File: config.mk
export PLATFORM = sky130hd
export DESIGN_NAME = pcg_top
export DESIGN_NICKNAME = d
export VERILOG_FILES = /design/src/include/pcg_pkg.sv /design/src/hdl/pcg_top.sv
export SDC_FILE = /design/constraint.sdc
export NUM_CORES = 1
export LEC_CHECK = 0
export BUFFER_PORTS_ARGS = -buffer_cell sky130_fd_sc_hd__buf_2
export CORE_MARGIN = 3
export CORE_UTILIZATION = 40
export CTS_CLUSTER_DIAMETER = 200
export CTS_CLUSTER_SIZE = 10
export DETAILED_ROUTE_END_ITERATION = 16
export GPL_TIMING_DRIVEN = 0
export MAX_ROUTING_LAYER = met4
export RECOVER_POWER = 100
export SLEW_MARGIN = 20
export SYNTH_ARGS = -nofsm -noshare
export SYNTH_HDL_FRONTEND = slang
export SYNTH_HIERARCHICAL = 1
export SYNTH_SLANG_ARGS = --single-unit
File: constraint.sdc
create_clock -name clk_i -period 9.7 [get_ports clk_i]
set_clock_uncertainty 0.1 [all_clocks]
set_input_delay 1.455 -clock clk_i [delete_from_list [all_inputs] [get_ports clk_i]]
set_output_delay 1.455 -clock clk_i [all_outputs]
set_load 0.02 [all_outputs]
File: src/include/pcg_pkg.sv
// constants and types for the loop clock generator
package pcg_pkg;
   // -------------------------------------------------
   // register offsets (byte addresses)
   // -------------------------------------------------
   localparam logic [7:0] PCG_CTRL = 8'h00;
   localparam logic [7:0] PCG_LOOP = 8'h04;
   localparam logic [7:0] PCG_DIVA = 8'h08;
   localparam logic [7:0] PCG_DIVB = 8'h0C;
   localparam logic [7:0] PCG_DIVE = 8'h10;
   localparam logic [7:0] PCG_STAT = 8'h14;
   // -------------------------------------------------
   // control fields
   // -------------------------------------------------
   localparam int CTRL_RUN   = 0;
   localparam int CTRL_CLEAR = 1;
   localparam int CTRL_GATE  = 2;
   localparam int CTRL_MODE  = 3;
   localparam int CTRL_CSEL  = 5;
   localparam int CTRL_EXTEN = 6;
   localparam int CTRL_DIFF  = 7;
   localparam int CTRL_GOUT  = 8;
   localparam int CTRL_GOE   = 9;
   localparam int LOOP_N     = 0;
   localparam int LOOP_M     = 8;
   localparam int LOOP_FTAP  = 16;
   localparam int DIV_HIGH   = 0;
   localparam int DIV_LOW    = 8;
   localparam int DIV_INIT   = 16;
   localparam int DIV_TAP    = 24;
   // -------------------------------------------------
   // reset values and writable masks
   // -------------------------------------------------
   localparam logic [31:0] CTRL_RST  = 32'h0000_0045;
   localparam logic [31:0] CTRL_MASK = 32'h0000_03FF;
   localparam logic [31:0] LOOP_RST  = 32'h0000_0000;
   localparam logic [31:0] LOOP_MASK = 32'h0007_1F1F;
   localparam logic [31:0] DIV_RST   = 32'h0000_0000;
   localparam logic [31:0] DIV_MASK  = 32'h071F_1F1F;
   // -------------------------------------------------
   // oscillator and detector figures
   // -------------------------------------------------
   localparam int          TAPS         = 8;
   localparam int          STEP_MIN_PS  = 150;
   localparam int          STEP_MAX_PS  = 400;
   localparam logic [15:0] OSC_MIN      = 16'h0100;
   localparam logic [15:0] OSC_MAX      = 16'h1FFF;
   localparam logic [15:0] OSC_INIT     = 16'h0800;
   localparam logic [15:0] OSC_STEP     = 16'h0010;
   localparam logic [2:0]  LOCK_WINDOWS = 3'h4;
   localparam logic [4:0]  COMP_TICKS   = 5'h01;

   typedef enum logic [1:0] {
      PCG_NORMAL,
      PCG_ZDB,
      PCG_NOCOMP
   } pcg_mode_t;

   typedef struct packed {
      logic [2:0] tap;
      logic [4:0] init;
      logic [4:0] low;
      logic [4:0] high;
   } pcg_div_cfg_t;
endpackage : pcg_pkg

File: src/hdl/pcg_top.sv
// loop clock generator: oscillator model, detector, post-scale dividers, registers
`timescale 1ns/1ps
`default_nettype none

module pcg_post_div
   import pcg_pkg::*;
(
   // clock and control
   input  wire logic         clk_i,
   input  wire logic         rst_i,
   input  wire logic         ce_i,
   input  wire logic         hold_i,
   // tap event and setup
   input  wire logic         tick_i,
   input  wire pcg_div_cfg_t cfg_i,
   input  wire logic [4:0]   off_i,
   // divided clock
   output logic              clk_o
);
   logic [5:0] cnt_r;
   logic [5:0] hi;
   logic [5:0] per;
   logic [5:0] pre;
   logic [5:0] cnt_nxt;
   always_comb begin
      hi      = {1'b0, cfg_i.high} + 6'h01;
      per     = hi + {1'b0, cfg_i.low};
      pre     = 6'(({1'b0, cfg_i.init} + {1'b0, off_i}) % per);
      cnt_nxt = (cnt_r >= per - 6'h01) ? 6'h00 : cnt_r + 6'h01;
   end
   always_ff @(posedge clk_i) begin
      if (rst_i) begin
         cnt_r <= 6'h00;
         clk_o <= 1'b0;
      end else if (ce_i) begin
         if (hold_i) begin
            cnt_r <= pre;
            clk_o <= 1'b0;
         end else if (tick_i) begin
            cnt_r <= cnt_nxt;
            clk_o <= cnt_nxt < hi;
         end
      end
   end
endmodule : pcg_post_div
module pcg_top
   import pcg_pkg::*;
(
   // clock, reset, freeze
   input  wire logic        clk_i,
   input  wire logic        rst_i,
   input  wire logic        ce_i,
   // wishbone slave
   input  wire logic        wb_cyc_i,
   input  wire logic        wb_stb_i,
   input  wire logic        wb_we_i,
   input  wire logic [7:0]  wb_adr_i,
   input  wire logic [3:0]  wb_sel_i,
   input  wire logic [31:0] wb_dat_i,
   output logic [31:0]      wb_dat_o,
   output logic             wb_ack_o,
   // loop control pins
   input  wire logic        ref_clk_i,
   input  wire logic        run_en_i,
   input  wire logic        clear_i,
   input  wire logic        phase_freq_detector_gate_i,
   // loop outputs
   output logic             glob_out_div_a_o,
   output logic             glob_out_div_b_o,
   output logic             lock_o,
   // external clock pin pair
   input  wire logic        ext_in_i,
   output logic             ext_clk_o,
   output logic             ext_oe_o,
   output logic             ext_clk_n_o,
   output logic             ext_n_oe_o
);
   import pcg_pkg::*;
   logic [31:0] ctrl_r, loop_r, diva_r, divb_r, dive_r;
   logic [15:0] osc_r, acc_r;
   logic [2:0]  tap_q_r, tap, match_cnt_r;
   logic [4:0]  nref_r;
   logic [5:0]  fbcnt_r, m_val;
   logic        ref_q_r, lock_r, ack_r, ext_div;
   logic        hold, gate_on, ref_rise, win_end, match, req;
   logic [2:0]  fb_tap;
   logic [2:0]  tick;
   logic [4:0]  off [3];
   pcg_div_cfg_t cfg [3];
   pcg_mode_t   mode;
   function automatic logic [31:0] wmask(input logic [31:0] o, input logic [31:0] d,
                                         input logic [3:0] s, input logic [31:0] m);
      logic [31:0] r;
      r = o;
      for (int b = 0; b < 4; b++) begin
         if (s[b]) begin
            r[8*b +: 8] = d[8*b +: 8];
         end
      end
      return r & m;
   endfunction : wmask
   // -------------------------------------------------
   // control decode
   // -------------------------------------------------
   always_comb begin
      hold = !(ctrl_r[CTRL_RUN] && run_en_i) || ctrl_r[CTRL_CLEAR] || clear_i;
      gate_on = ctrl_r[CTRL_GATE] && phase_freq_detector_gate_i;
      mode = pcg_mode_t'(ctrl_r[CTRL_MODE +: 2]);
      tap = acc_r[15:13];
      fb_tap = loop_r[LOOP_FTAP +: 3];
      m_val = {1'b0, loop_r[LOOP_M +: 5]} + 6'h01;
      ref_rise = ref_clk_i && !ref_q_r;
      win_end = ref_rise && nref_r == loop_r[LOOP_N +: 5];
      match = fbcnt_r == m_val;
      req = wb_cyc_i && wb_stb_i;
      cfg[0] = pcg_div_cfg_t'({diva_r[DIV_TAP +: 3], diva_r[DIV_INIT +: 5],
                               diva_r[DIV_LOW +: 5], diva_r[DIV_HIGH +: 5]});
      cfg[1] = pcg_div_cfg_t'({divb_r[DIV_TAP +: 3], divb_r[DIV_INIT +: 5],
                               divb_r[DIV_LOW +: 5], divb_r[DIV_HIGH +: 5]});
      cfg[2] = pcg_div_cfg_t'({dive_r[DIV_TAP +: 3], dive_r[DIV_INIT +: 5],
                               dive_r[DIV_LOW +: 5], dive_r[DIV_HIGH +: 5]});
      off[0] = 5'h00;
      off[1] = 5'h00;
      off[2] = 5'h00;
      case (mode)
         PCG_NORMAL: off[ctrl_r[CTRL_CSEL] ? 1 : 0] = COMP_TICKS;
         PCG_ZDB:    off[2] = COMP_TICKS;
         default:    off[0] = 5'h00;
      endcase
   end

   // -------------------------------------------------
   // oscillator: phase accumulator, eight taps
   // -------------------------------------------------
   always_ff @(posedge clk_i) begin
      if (rst_i) begin
         acc_r   <= 16'h0000;
         tap_q_r <= 3'h0;
      end else if (ce_i) begin
         if (hold) begin
            acc_r   <= 16'h0000;
            tap_q_r <= 3'h0;
         end else begin
            acc_r   <= acc_r + osc_r;
            tap_q_r <= tap;
         end
      end
   end
   // each divider ticks once per oscillator period, on its own tap
   always_comb begin
      for (int i = 0; i < 3; i++) begin
         tick[i] = !hold && tap != tap_q_r && tap == cfg[i].tap;
      end
   end

   // -------------------------------------------------
   // detector: count feedback ticks per n+1 reference edges
   // -------------------------------------------------
   always_ff @(posedge clk_i) begin
      if (rst_i) begin
         ref_q_r <= 1'b0;
         nref_r  <= 5'h00;
         fbcnt_r <= 6'h00;
      end else if (ce_i) begin
         ref_q_r <= ref_clk_i;
         if (hold || win_end) begin
            nref_r  <= 5'h00;
            fbcnt_r <= 6'h00;
         end else begin
            if (ref_rise) begin
               nref_r <= nref_r + 5'h01;
            end
            if (tap != tap_q_r && tap == fb_tap && fbcnt_r != 6'h3F) begin
               fbcnt_r <= fbcnt_r + 6'h01;
            end
         end
      end
   end
   // control word: frozen while the detector gate is off
   always_ff @(posedge clk_i) begin
      if (rst_i) begin
         osc_r <= OSC_INIT;
      end else if (ce_i && gate_on && !hold && win_end && !match) begin
         if (fbcnt_r < m_val) begin
            osc_r <= (osc_r >= OSC_MAX - OSC_STEP) ? OSC_MAX : osc_r + OSC_STEP;
         end else begin
            osc_r <= (osc_r <= OSC_MIN + OSC_STEP) ? OSC_MIN : osc_r - OSC_STEP;
         end
      end
   end
   // lock: consecutive matching windows; one miss drops it
   always_ff @(posedge clk_i) begin
      if (rst_i) begin
         match_cnt_r <= 3'h0;
         lock_r      <= 1'b0;
      end else if (ce_i) begin
         if (hold) begin
            match_cnt_r <= 3'h0;
            lock_r      <= 1'b0;
         end else if (win_end) begin
            match_cnt_r <= match ? ((match_cnt_r == LOCK_WINDOWS) ? match_cnt_r
                                    : match_cnt_r + 3'h1) : 3'h0;
            lock_r      <= match && match_cnt_r >= LOCK_WINDOWS - 3'h1;
         end
      end
   end
   assign lock_o = lock_r;
   // -------------------------------------------------
   // post-scale dividers
   // -------------------------------------------------
   logic [2:0] dclk;
   generate
      for (genvar g = 0; g < 3; g++) begin : g_div
         pcg_post_div u_div (
            .clk_i  (clk_i),
            .rst_i  (rst_i),
            .ce_i   (ce_i),
            .hold_i (hold),
            .tick_i (tick[g]),
            .cfg_i  (cfg[g]),
            .off_i  (off[g]),
            .clk_o  (dclk[g])
         );
      end
   endgenerate
   assign glob_out_div_a_o = dclk[0];
   assign glob_out_div_b_o = dclk[1];
   assign ext_div = dclk[2];
   // external pin: divider output or plain gpio
   always_comb begin
      if (ctrl_r[CTRL_EXTEN]) begin
         ext_clk_o   = ext_div;
         ext_oe_o    = 1'b1;
         ext_clk_n_o = !ext_div;
         ext_n_oe_o  = ctrl_r[CTRL_DIFF];
      end else begin
         ext_clk_o   = ctrl_r[CTRL_GOUT];
         ext_oe_o    = ctrl_r[CTRL_GOE];
         ext_clk_n_o = 1'b0;
         ext_n_oe_o  = 1'b0;
      end
   end

   // -------------------------------------------------
   // wishbone registers, one-cycle ack
   // -------------------------------------------------
   always_ff @(posedge clk_i) begin
      if (rst_i) begin
         ack_r    <= 1'b0;
         wb_dat_o <= 32'h0000_0000;
         ctrl_r   <= CTRL_RST;
         loop_r   <= LOOP_RST;
         diva_r   <= DIV_RST;
         divb_r   <= DIV_RST;
         dive_r   <= DIV_RST;
      end else if (ce_i) begin
         ack_r <= req && !ack_r;
         if (req && !ack_r && wb_we_i) begin
            case (wb_adr_i)
               PCG_CTRL: ctrl_r <= wmask(ctrl_r, wb_dat_i, wb_sel_i, CTRL_MASK);
               PCG_LOOP: loop_r <= wmask(loop_r, wb_dat_i, wb_sel_i, LOOP_MASK);
               PCG_DIVA: diva_r <= wmask(diva_r, wb_dat_i, wb_sel_i, DIV_MASK);
               PCG_DIVB: divb_r <= wmask(divb_r, wb_dat_i, wb_sel_i, DIV_MASK);
               PCG_DIVE: dive_r <= wmask(dive_r, wb_dat_i, wb_sel_i, DIV_MASK);
               default:  ;
            endcase
         end
         if (req && !ack_r) begin
            case (wb_adr_i)
               PCG_CTRL: wb_dat_o <= ctrl_r;
               PCG_LOOP: wb_dat_o <= loop_r;
               PCG_DIVA: wb_dat_o <= diva_r;
               PCG_DIVB: wb_dat_o <= divb_r;
               PCG_DIVE: wb_dat_o <= dive_r;
               PCG_STAT: wb_dat_o <= {osc_r, 13'h0000, ext_in_i, gate_on, lock_r};
               default:  wb_dat_o <= 32'h0000_0000;
            endcase
         end
      end
   end
   assign wb_ack_o = ack_r;
endmodule : pcg_top
`default_nettype wire

# After elaboration in Yosys (flattened, before gate mapping)
# Index checks and enable logic that the tools add are counted.
# word_totals
reg_bits,182
latchBits,0
mem_bits_rw,0
mem_bits_ro,0
memories,0
# classes
add_sub_neg,22
n_mul,0
div,3
magnitude_cmp,12
n_eq_ne,16
shift,0
n_mux,41
n_bitwise,1
reduce_logical,61
# op_table
operator,count
32-bit case mux with 6 select lines,1
4-bit AND reduction,17
6-bit two-way mux,11
16-bit two-way mux,4
"32-bit by 3-bit >= comparator with 1-bit output, second input constant",1
"32-bit by 1-bit less-than comparator with 1-bit output, second input constant",1
1-bit NOT with 32-bit output,1
"5-bit by 1-bit adder with 6-bit output, second input constant",4
"6-bit by 1-bit adder with 6-bit output, second input constant",4
6-bit less-than comparator,4
1-bit logical AND,19
5-bit by 1-bit adder with 6-bit output,3
6-bit by 5-bit adder with 6-bit output,3
6-bit >= comparator,3
6-bit by 6-bit modulo with 6-bit output,3
"6-bit by 1-bit subtractor with 6-bit output, second input constant",3
16-bit adder,1
"16-bit by 5-bit adder with 16-bit output, second input constant",1
"8-bit by 4-bit equality test with 1-bit output, second input constant",2
"8-bit by 5-bit equality test with 1-bit output, second input constant",2
"16-bit by 13-bit >= comparator with 1-bit output, second input constant",1
"16-bit by 9-bit <= comparator with 1-bit output, second input constant",1
"16-bit by 5-bit subtractor with 16-bit output, second input constant",1
1-bit two-way mux,15
23 further kinds,50

# Longest topological paths before layout
# Gate-level depths: netlist of run 1.
# depth
ltp_word,10
mapped_depth,45

# Hierarchy
# The synthesis of run 1 kept the hierarchy.
# by_module_without_submodules
mod,n_inst,cells_per_inst,area_each_um2,seq_area_each_um2
pcg_top,1,995,8355.5,3103.0
pcg_post_div at g_div[0].u_div,1,305,2383.5,140.1
pcg_post_div at g_div[2].u_div,1,307,2377.3,140.1
pcg_post_div at g_div[1].u_div,1,279,2212.1,140.1

# Worst setup path before layout of run 1
# Ideal clock, no wire load.
# synth_timing
path_type,register to register
from,register dive_r[0]
to,register g_div[2].u_div.cnt_r[2]
setup_time_ns,0.081
t_arrival_ns,9.380
t_required_ns,9.519
path_slack_ns,0.139
stages_incl_launch_ff,43
period_less_slack_ns,9.561
cell_sequence,dfxtp_1 ha_1 nand3_1 xnor2_1 ha_1 and3_2 a221oi_4 xor2_4 inv_1 and3_1 a21oi_1 a41oi_1 ha_1 nor4b_1 o21ai_0 nor4_1 a211oi_1 ha_1 (+7 left out) a21oi_1 nor3_2 mux2i_1 ha_1 o21ai_0 a2111oi_0 nor2_1 nor2_2 mux2i_1 inv_1 fa_1 nor2b_1 o21ai_0 a21boi_0 o31a_1 nor2_1 or4_1 a41oi_1
# synth_between
elab_chain_cells,7
word_cells_on_any_way,8
classes_between,add/sub (3); div (1); order compare (1); mux (3)
# synth_lines
element,line,text
start: declaration,pcg_top.sv:79,"logic [31:0] ctrl_r, loop_r, diva_r, divb_r, dive_r;"
start signal: assignment,pcg_top.sv:264,"PCG_DIVE: dive_r <= wmask(dive_r, wb_dat_i, wb_sel_i, DIV_MASK);"
5-bit by 1-bit adder with 6-bit output (*),pcg_top.sv:26,"hi = {1'b0, cfg_i.high} + 6'h01;"
6-bit by 5-bit adder with 6-bit output (*),pcg_top.sv:27,"per = hi + {1'b0, cfg_i.low};"
"parallel branches: the longest is 4 deep, another holds 6-bit by 6-bit modulo with 6-bit output",--,
6-bit two-way mux (*),pcg_top.sv:36,if (hold_i) begin
end signal: assignment,pcg_top.sv:37,cnt_r <= pre;
end signal: assignment,pcg_top.sv:40,cnt_r <= cnt_nxt;
end: declaration,pcg_top.sv:20,logic [5:0] cnt_r;
# Every way passes the cells marked *. The select of a mux whose other input is x is not followed.
# A chain may end at the register's enable or synchronous reset.

# Worst setup path in the final report of run 1
# layout_timing
from,register dive_r[0]
to,register g_div[2].u_div.cnt_r[5]
# Same word-level chain as after synthesis.

==> results.md, run 1 <==
- Critical Path Slowest Stage Cell: sky130_fd_sc_hd__dfxtp_4
- Max transition margin: -52.8%
- Max H-tree Level: 4
- Boundary Pins: 95
- Number of CTS-inserted buffers: 17
- Max FO, Critical Path: 5
- Worst hold path class: flop to flop
- Buf/Inv on CP: 4
- Row count: 71
- Mean instance size in the synthesized netlist: 8.13 um2
- Initial standard-cell utilization of the core: 40.6%
- Die extent in x: 202 um
- Count of fill cells added during filler insertion: 3734
- Area inside the core boundary: 37800 um2
- Final Cycle Share: 96.4%
- Maximum ir drop on the vdd rail: 0.000129 V
- Commonest register cell after synthesis: sky130_fd_sc_hd__dfxtp_1
- Routed length per placed instance: 19.0 um
- Worst Setup End Kind: flop
- Unique masters post-synth: 101
- Hold Buf Count CTS: 0
- Share of post-route cells with drive strength above 1: 13.1%
- Placed Cells incl. Taps: 2493
- Count of unresolved DRC violations after routing: 0
- Result of the run: finished with violations
- Total of buffers placed on input and output ports: 79
- Die ar.: 40700 um2
- Required time worst endpoint: 9.95 ns
- Number of max-slew violations in the final report: 33
- Worst Path Class, Setup: flop to flop
- Starting DRT DRC Count: 1009
- Proportion of synthesized chip area in sequential cells: 23.0%
- Time the final worst path needs with I/O delays and setup: 9.35 ns
- Number of enable-type register cells in the synthesized netlist: 0
- Clock insertion delay at the later pin of the skew report: 0.46 ns
- Fraction of the core area covered by cells at the end of the flow: 47.2%
- Violations in the final reports: capacitance limit, slew limit
- R2R cell count: 46
- Pre-CTS setup slack: -1.65 ns
- Clock root buffer: sky130_fd_sc_hd__clkbuf_16
- Proportion of register bits with asynchronous set or reset after synthesis: 0%
- Vias after detailed routing: 14700
- Power per cell area: 139 nW/um2
- Pre-Repair DR Iteration Count: 5
- Cell depth of the worst setup path: 46
- Number of global-route vias before repair: 14100
- Maxcap violations: 2
- Data arrival at the endpoint of the critical path: 9.60 ns
- First-pass GRT wire length: 76000 um
- Flop and latch count out of synthesis: 176
- Post-synthesis cell area: 15300 um2
- Warning count from the yosys run: 6
- Final setup violation count: 0
- Clock-pin slew of the registers on the worst-case setup and hold paths: 0.08 ns
- Overall routing resource usage: 23.9%
- Number of standard cells in the final layout excluding fillers: 2573
- Post-detailed-route via-to-cell ratio: 5.72
- Aggregate global routing overflow: 0
- Family with the most delay on the worst path: compound AO/OA/AOI/OAI gates
- Clock tree from TritonCTS: yes
- Fmax: 107 MHz
- Final Wtd Congestion: 0.910
- Die extent in y: 202 um
- Buffer levels on the longest clock path: 2
- Worst Slack Setup Final: 0.353 ns
- Layout overhead on the synthesized area: 16.3%
- Register-to-register setup slack: 0.35 ns
- Measured slew at the worst slew-check pin: 2.27 ns
- Net count reported at finish: 2286
- Antenna-violating nets left: 0
- Clk sink count: 176
- Post-detailed-placement half-perimeter wirelength: 37900 um
- Maximum number of pins on one net before global-route repair: 24
- Number of cells on the worst hold path: 2
- Synthesized instance count: 1886
- Static leakage: 0.00724 uW
- Antenna violations before repair: 3
- Overall routed net length: 49000 um
- Startpoint Class: flop
- Slowest cell delay on critical path: 0.37 ns
- Number of hold-slack violations in the final timing report: 0
==> repair_timing <==
action                     CTS  global route
pin swaps                   12            43
setup buffers               16            28
cloned                       1             0
gates resized for setup     38            82
setup endpoints to repair   18            18
==> cell usage in the layout, fill, tap and decap left out, drive strengths merged, types with 9 or more instances in the layout <==
master / instances
a2111oi: 9
a211oi: 17
a21o: 28
a21oi: 134
a221oi: 9
a22oi: 31
a31oi: 15
and2: 14
and3: 23
buf: 96
clkbuf: 115
conb: 18
dfxtp: 176
fa: 10
ha: 175
inv: 118
mux2: 14
mux2i: 98
nand2: 103
nand2b: 28
nand3: 58
nand4: 16
nor2: 195
nor2b: 38
nor3: 62
nor4: 16
o211ai: 16
o21a: 25
o21ai: 113
o22ai: 18
o31ai: 12
or2: 9
or3: 24
xnor2: 57
xor2: 46
==> worst register-to-register path, delay by kind of cell (launching register included) <==
kind	cells	cell delay [ns]
buf+inv	4	0.53
simple gates	13	2.06
compound gates	20	3.75
flops	1	0.37
xor+xnor	2	0.38
fa+ha+maj	7	2.04
==> flip-flops by register name, indices dropped and copies added, names as in the netlist, 10 cells and up <==
signal,count
acc_r,16
g_div.u_div/cnt_r,18
diva_r,18
loop_r,13
dive_r,18
wb_dat_o,29
divb_r,18
ctrl_r,10
osc_r,13
==> final timing paths <==
kind / startpoint / to
hold reg to reg: g_div[0].u_div/clk_o / g_div[0].u_div/clk_o
setup reg to reg: dive_r[0] / g_div[2].u_div/cnt_r[5]
setup / recovery: dive_r[0] / g_div[2].u_div/cnt_r[5]
hold / removal: g_div[0].u_div/clk_o / g_div[0].u_div/clk_o
==> cell usage after synthesis, types with 17 or more instances <==
library cell,n,area [um2]
sky130_fd_sc_hd__nand2_1,103,387
sky130_fd_sc_hd__o22ai_1,18,113
sky130_fd_sc_hd__nor2_1,190,713
sky130_fd_sc_hd__or3_1,23,144
sky130_fd_sc_hd__dfxtp_1,176,3520
sky130_fd_sc_hd__inv_1,107,402
sky130_fd_sc_hd__nand2b_1,28,175
sky130_fd_sc_hd__a21o_1,28,210
sky130_fd_sc_hd__a211oi_1,17,128
sky130_fd_sc_hd__o21ai_0,111,556
sky130_fd_sc_hd__nor3_1,54,270
sky130_fd_sc_hd__nor2b_1,38,238
sky130_fd_sc_hd__nand3_1,58,290
sky130_fd_sc_hd__a22oi_1,31,233
sky130_fd_sc_hd__mux2i_1,98,981
sky130_fd_sc_hd__a21oi_1,131,656
sky130_fd_sc_hd__and3_1,21,131
sky130_fd_sc_hd__xnor2_1,57,499
sky130_fd_sc_hd__clkbuf_1,59,221
sky130_fd_sc_hd__o21a_1,25,188
sky130_fd_sc_hd__ha_1,175,2190
sky130_fd_sc_hd__xor2_1,42,368
==> through the flow <==
stage | TNS (ns) | instance area, um2 | total power, uW | hold WS, ns
after floorplan | 0 | 15400 | 1430 | 0.329
after global placement | -15.15 | 16400 | 1620 | 0.331
after detailed placement | -18.02 | 16400 | 1640 | 0.348
after CTS | -0.000798 | 17300 | 2400 | 0.360
after global routing | -0.309 | 17800 | 2630 | 0.383
final | 0 | 17800 | 2480 | 0.352
==> cell type report <==
cell class | instances | area (um2) | share of cell area [%]
Tap cell | 511 | 639 | 3.59
Clock inverter | 15 | 165 | 0.927
Timing Repair Buffer | 123 | 683 | 3.83
Multi-Input combinational cell | 1547 | 11700 | 65.5
Buffer | 71 | 280 | 1.57
Sequential cell | 176 | 3540 | 19.8
Inverter | 110 | 420 | 2.36
Clock buffer | 17 | 425 | 2.39
Antenna cell | 3 | 7.51 | 0.0421
==> cells by family after synthesis <==
family	Yosys count	share of synthesized area (%)
buf+inv	181	4.55
other cells	1	0.0245
simple gates	618	20.4
flops	176	23.0
mux	115	7.87
fa+ha+maj	185	15.6
compound gates	507	22.3
xor+xnor	103	6.30
==> power by group <==
part           total [uW]  internal (uW)  leakage, uW  switching, uW
Clock                 711            349     0.000287            363
Sequential            785            746      0.00143           38.9
Combinational         988            441      0.00552            547
Total                2480           1540      0.00724            948
==> metal layers <==
metal	up-vias	global-route usage [%]	routed length [um]
li1	7200	-	-
met1	7049	30.7	22700
met2	398	38.4	22500
met3	70	4.27	2390
met4	0	7.43	1340
met5	-	-	0
(Power assumes the default switching activity.)
==> run 2, diff against run 1 <==
SETUP_SLACK_MARGIN = 0.5   (was unset)
==> results.md, run 2 (synthesis results as in run 1) <==
- Maximum number of pins on one net before global-route repair: 24 (unchanged)
- Boundary Pins: 95 (unchanged)
- Die ar.: 40700 um2 (unchanged)
- Worst Slack Setup Final: 0.552 ns (+0.199 ns)
- Worst reg2reg path endpoint: g_div[2].u_div/cnt_r[2]
- Pre-Repair DR Iteration Count: 6 (+1)
- Clock root buffer: sky130_fd_sc_hd__clkbuf_16
- Net count reported at finish: 2337 (+2.2%)
- Number of global-route vias before repair: 14400 (+2.6%)
- Maximum ir drop on the vdd rail: 0.000140 V (+8.7%)
- Buffer levels on the longest clock path: 2 (unchanged)
- Static leakage: 0.00752 uW (+4.0%)
- Count of unresolved DRC violations after routing: 0 (unchanged)
- Clock network power share: 26.7% (-1.9 points)
- Vias after detailed routing: 15200 (+3.0%)
- Result of the run: finished with violations
- Number of max-slew violations in the final report: 33 (unchanged)
- Aggregate global routing overflow: 0 (unchanged)
- Post-detailed-placement half-perimeter wirelength: 38000 um (+0.16%)
- Startpoint Class: flop
- Pre-CTS setup slack: -1.10 ns (+0.550 ns)
- Most common cell after layout, fill and taps aside: sky130_fd_sc_hd__nor2_1
- Data arrival at the endpoint of the critical path: 9.42 ns (-0.18 ns)
- Fmax: 109 MHz (+2.2%)
- Worst Setup End Kind: flop
- Row count: 71 (unchanged)
- Slowest cell delay on critical path: 0.52 ns (+0.15 ns)
- Critical R2R Launch: dive_r[0]
- Capture endpoint of the worst hold path: wb_dat_o[7]
- Final Cycle Share: 94.3% (-2.1 points)
- Max transition margin: -50.8% (+2.0 points)
- Time the final worst path needs with I/O delays and setup: 9.15 ns (-0.199 ns)
- Overall routing resource usage: 24.5% (+0.65 points)
- Antenna violations before repair: 2 (-1)
- Count of fill cells added during filler insertion: 3705 (-0.78%)
- Post-detailed-route via-to-cell ratio: 5.78 (+1.0%)
- Max FO, Critical Path: 8 (+3)
- Number of CTS-inserted buffers: 17 (unchanged)
- Commonest cells after routing, fill and taps aside: sky130_fd_sc_hd__nor2_1 (185), sky130_fd_sc_hd__dfxtp_1 (166), sky130_fd_sc_hd__ha_1 (149), sky130_fd_sc_hd__a21oi_1 (118), sky130_fd_sc_hd__inv_1 (105)
- Max H-tree Level: 4 (unchanged)
- Overall routed net length: 51200 um (+4.6%)
- Worst hold path class: flop to flop
- Number of standard cells in the final layout excluding fillers: 2623 (+1.9%)
- Share of post-route cells with drive strength above 1: 17.9% (+4.8 points)
- Maxcap violations: 2 (unchanged)
- Worst Path Class, Setup: flop to flop
- Antenna-violating nets left: 0 (unchanged)
- Required time worst endpoint: 9.97 ns (+0.02 ns)
- Critical Path Slowest Stage Cell: sky130_fd_sc_hd__or4_4
- Register-to-register setup slack: 0.55 ns (+0.20 ns)
- Layout overhead on the synthesized area: 22.7%
- Die extent in y: 202 um (unchanged)
- Clock insertion delay at the later pin of the skew report: 0.45 ns (about the same)
- Fraction of the core area covered by cells at the end of the flow: 49.8% (+2.6 points)
- Cell internal power dissipation: 1650 uW (+7.2%)
- RSZ-0062 raised after global routing: true
- Reg with most FFs: wb_dat_o
- Clock-pin slew of the registers on the worst-case setup and hold paths: 0.08 ns (about the same)
- Total of buffers placed on input and output ports: 79 (unchanged)
- Number of cells on the worst hold path: 2 (unchanged)
- Switching power: 1010 uW (+6.9%)
- Placed Cells incl. Taps: 2493 (unchanged)
- Violations in the final reports: capacitance limit, slew limit
- Area inside the core boundary: 37800 um2 (unchanged)
- Worst min-delay path startpoint: wb_dat_o[7]
- Number of hold-slack violations in the final timing report: 0 (unchanged)
- R2R cell count: 44 (-4.3%)
- Critical path's most frequent cell: sky130_fd_sc_hd__ha_4
- Initial standard-cell utilization of the core: 40.6% (unchanged)
- Clk sink count: 176 (unchanged)
- Die extent in x: 202 um (unchanged)
- Starting DRT DRC Count: 1124 (+11%)
- Largest register FFs: 29 (unchanged)
- First-pass GRT wire length: 78100 um (+2.8%)
- Sw frac: 38.1% (-0.083 points)
- Sequential share of power: 29.4% (-2.2 points)
- Power per cell area: 141 nW/um2 (+1.5%)
- Routed length per placed instance: 19.5 um (+2.6%)
- Measured slew at the worst slew-check pin: 2.24 ns (-0.0291 ns)
- Clock tree from TritonCTS: yes
- Final Wtd Congestion: 0.915 (+0.52%)
- Final setup violation count: 0 (unchanged)
- Power share of the combinational group: 43.9% (+4.1 points)
[run 2: cell types whose count changed in the layout (fill, tap and decap cells not counted), sizes merged]
cell / previous run / this run
nor2: 195 / 194
clkbuf: 115 / 116
clkinv: 6 / 7
buf: 96 / 147
inv: 118 / 114
diode: 3 / 2
clkinvlp: 1 / 4
[run 2: how the worst max path moves through the flow]
| stage | from | to | cells after the start |
|---|---|---|---|
| 3_3_place_gp | dive_r[0] | g_div[2].u_div/cnt_r[2] | 42 |
| 4_1_cts | dive_r[0] | g_div[2].u_div/cnt_r[5] | 45 |
| 3_5_place_dp | dive_r[0] | g_div[2].u_div/cnt_r[2] | 42 |
| 6_report | dive_r[0] | g_div[2].u_div/cnt_r[2] | 44 |
| 5_1_grt | dive_r[0] | g_div[2].u_div/cnt_r[5] | 43 |
| 2_1_floorplan | dive_r[0] | g_div[2].u_div/cnt_r[2] | 42 |
[run 2: area by class of cell]
type | count | area, um2 | share of cell area, %
clock buffer | 17 | 425 | 2.26
antenna | 2 | 5.00 | 0.0266
clock inverter | 15 | 171 | 0.912
buffer | 71 | 280 | 1.49
timing repair buffer | 175 | 1120 | 5.96
sequential | 176 | 3550 | 18.9
inverter | 110 | 422 | 2.24
tap | 511 | 639 | 3.40
multi-input combinational | 1546 | 12200 | 64.8
[run 2: metal layers]
metal	part of all wire [%]	vias up	track usage (%)
li1	-	7327	-
met1	44	7269	31.5
met2	47	477	39.6
met3	5.6	84	4.04
met4	2.8	0	7.72
met5	0	-	-
[run 2: repair_timing]
item	CTS	global route
pin swaps	49	75
endpoints found under the setup margin	18	18
hold buffers	0	0
gates resized for setup	83	137
endpoints found under the hold margin	0	0
setup buffers	57	39
[run 2: power by group through the flow]
stage	Clock (uW)	Sequential [uW]	Combinational (uW)
floorplan	0	790	645
detailed placement	0	800	838
CTS	717	782	982
global route	747	786	1280
finish	709	782	1170
global placement	0	800	823
[run 2: through the flow]
stage               area (um2)  hold WS (ns)  TNS [ns]  power, uW
floorplan                15400         0.329         0       1430
global route             18800         0.387         0       2820
detailed placement       16400         0.348    -13.60       1640
CTS                      17900         0.365         0       2480
global placement         16400         0.334    -11.37       1620
finish                   18800         0.363         0       2660
[run 2: critical path: cells and delay by family, from the launching register on]
| kind | cells | cell delay [ns] |
|---|---|---|
| flip-flops | 1 | 0.39 |
| buffers and inverters | 4 | 0.45 |
| multiplexers | 2 | 0.45 |
| AND/OR/NAND/NOR | 13 | 2.30 |
| adder cells (fa/ha/maj) | 7 | 1.93 |
| AO/OA/AOI/OAI | 16 | 2.98 |
| XOR/XNOR | 2 | 0.46 |
==> run 3, diff against run 2 <==
CAP_MARGIN = 25   (was unset)
GPL_TIMING_DRIVEN = unset   (was 0)
==> results.md, run 3 (synthesis results as in run 1) <==
- Critical Path Slowest Stage Cell: sky130_fd_sc_hd__nor3_1
- Die extent in y: 202 um (unchanged)
- Pre-Repair DR Iteration Count: 5 (-1)
- Startpoint Class: flop
- Placed instance area: 16600 um2 (+0.78%)
- Number of CTS-inserted buffers: 17 (unchanged)
- Required time worst endpoint: 9.93 ns (-0.04 ns)
- Post-detailed-route via-to-cell ratio: 5.73 (-0.85%)
- First-pass GRT wire length: 72900 um (-6.7%)
- Register-to-register setup slack: 0.63 ns (+0.08 ns)
- Power per cell area: 141 nW/um2 (-0.37%)
- Worst hold path class: flop to flop
- Die ar.: 40700 um2 (unchanged)
- Antenna-violating nets left: 0 (unchanged)
- Post-route design area: 18600 um2 (-1.0%)
- Count of unresolved DRC violations after routing: 0 (unchanged)
- Final setup violation count: 0 (unchanged)
- Number of global-route vias before repair: 13800 (-4.1%)
- Clock tree from TritonCTS: yes
- Static leakage: 0.00754 uW (+0.20%)
- Net count reported at finish: 2299 (-1.6%)
- Boundary Pins: 95 (unchanged)
- Max H-tree Level: 4 (unchanged)
- Row count: 71 (unchanged)
- Worst Path Class, Setup: flop to flop
- Die extent in x: 202 um (unchanged)
- Fmax: 110 MHz (+0.91%)
- Data arrival at the endpoint of the critical path: 9.29 ns (-0.13 ns)
- Reg with most FFs: wb_dat_o
- Buf/Inv on CP: 5 (+1)
- Hold Buf Count CTS: 0 (unchanged)
- Violations in the final reports: capacitance limit, slew limit
- Vias after detailed routing: 14800 (-2.3%)
- Final-layout worst hold slack: 0.348 ns (-0.0143 ns)
- Share of post-route cells with drive strength above 1: 19.0% (+1.1 points)
- Clock-pin slew of the registers on the worst-case setup and hold paths: 0.07 ns (about the same)
- RSZ-0062 raised after global routing: false
- Worst Slack Setup Final: 0.634 ns (+0.0821 ns)
- Maximum number of pins on one net before global-route repair: 65 (+170%)
- Most common cell after layout, fill and taps aside: sky130_fd_sc_hd__nor2_1
- Maxcap violations: 2 (unchanged)
- Clk sink count: 176 (unchanged)
- Family with the most delay on the worst path: compound AO/OA/AOI/OAI gates
- Max transition margin: -44.1% (+6.8 points)
- Routed length per placed instance: 18.2 um (-6.9%)
- Largest register FFs: 29 (unchanged)
- Antenna violations before repair: 1 (-1)
- Overall routed net length: 47000 um (-8.3%)
- Final Wtd Congestion: 0.911 (-0.36%)
- Worst Setup End Kind: flop
- Initial standard-cell utilization of the core: 40.6% (unchanged)
- Final Cycle Share: 93.5% (-0.85 points)
- Maximum ir drop on the vdd rail: 0.000123 V (-12%)
- Result of the run: finished with violations
- Max FO, Critical Path: 7 (-1)
- Number of hold-slack violations in the final timing report: 0 (unchanged)
- Area inside the core boundary: 37800 um2 (unchanged)
- Pre-CTS setup slack: -0.189 ns (+0.911 ns)
- Overall routing resource usage: 22.5% (-2.0 points)
- Measured slew at the worst slew-check pin: 2.14 ns (-0.101 ns)
- Clock insertion delay at the later pin of the skew report: 0.46 ns (about the same)
- Time the final worst path needs with I/O delays and setup: 9.07 ns (-0.0821 ns)
- Number of max-slew violations in the final report: 43 (+30%)
- Clock root buffer: sky130_fd_sc_hd__clkbuf_16
- Post-detailed-placement half-perimeter wirelength: 34400 um (-9.4%)
- Starting DRT DRC Count: 883 (-21%)
- Buffer levels on the longest clock path: 2 (unchanged)
- Aggregate global routing overflow: 0 (unchanged)
- Layout overhead on the synthesized area: 21.4%
- Total of buffers placed on input and output ports: 80 (+1.3%)
- Setup TNS: 0 ns (unchanged)
- Slowest cell delay on critical path: 0.42 ns (-0.10 ns)
- Commonest cells after routing, fill and taps aside: sky130_fd_sc_hd__nor2_1 (186), sky130_fd_sc_hd__dfxtp_1 (165), sky130_fd_sc_hd__ha_1 (147), sky130_fd_sc_hd__a21oi_1 (120), sky130_fd_sc_hd__buf_4 (115)
==> run 3: cell type report <==
type | instances | area [um2]
Timing Repair Buffer | 208 | 1320
Inverter | 110 | 415
Clock buffer | 18 | 439
Tap cell | 511 | 639
Sequential cell | 176 | 3560
Fill cell | 3579 | 19100
Antenna cell | 1 | 2.50
Clock inverter | 14 | 148
Multi-Input combinational cell | 1546 | 12100
==> run 3: stage by stage <==
| step | total power, uW | utilization, % | instances |
|---|---|---|---|
| 3_5_place_dp | 1700 | 43.9 | 2478 |
| 6_report | 2620 | 49.3 | 2584 |
| 2_1_floorplan | 1430 | - | 1903 |
| 3_3_place_gp | 1680 | 43.9 | 2477 |
| 5_1_grt | 2790 | 49.3 | 2584 |
| 4_1_cts | 2460 | 46.8 | 2535 |
==> run 3: final timing paths <==
kind / startpoint / to / cells past startpoint
min: wb_dat_o[6] / wb_dat_o[6] / 2
max: divb_r[0] / g_div[1].u_div/cnt_r[1] / 43
max reg2reg: divb_r[0] / g_div[1].u_div/cnt_r[1] / 43
min reg2reg: wb_dat_o[6] / wb_dat_o[6] / 2
==> run 3: repair_timing <==
item,in CTS,in global routing
hold endpoints to repair,0,0
pin swaps,36,97
resized for setup,64,137
gates cloned,0,0
endpoints found under the setup margin,18,18
buffers inserted,25,48
==> run 3: metal layers <==
metal,global-route usage (%),part of all wire [%],up-vias
li1,-,-,7231
met5,-,0,-
met3,3.46,4.7,68
met1,29.6,46,7154
met4,6.13,2.5,0
met2,36.3,47,352
==> run 3: worst register-to-register path: cells and delay by family (launching register included) <==
kind,cells,cell delay [ns]
AOI/OAI and AO/OA,17,2.58
muxes,5,1.30
DFF,1,0.39
and+or+nand+nor,7,1.51
buffers and inverters,5,0.66
adders and majority gates,7,2.03
xor gates and xnor gates,2,0.37
==> run 3: power breakdown <==
group | leakage [uW] | internal [uW] | total [uW] | switching, uW
registers | 0.00143 | 745 | 784 | 39.0
clock network | 0.000285 | 348 | 690 | 342
logic | 0.00582 | 567 | 1150 | 584
total | 0.00754 | 1660 | 2620 | 964
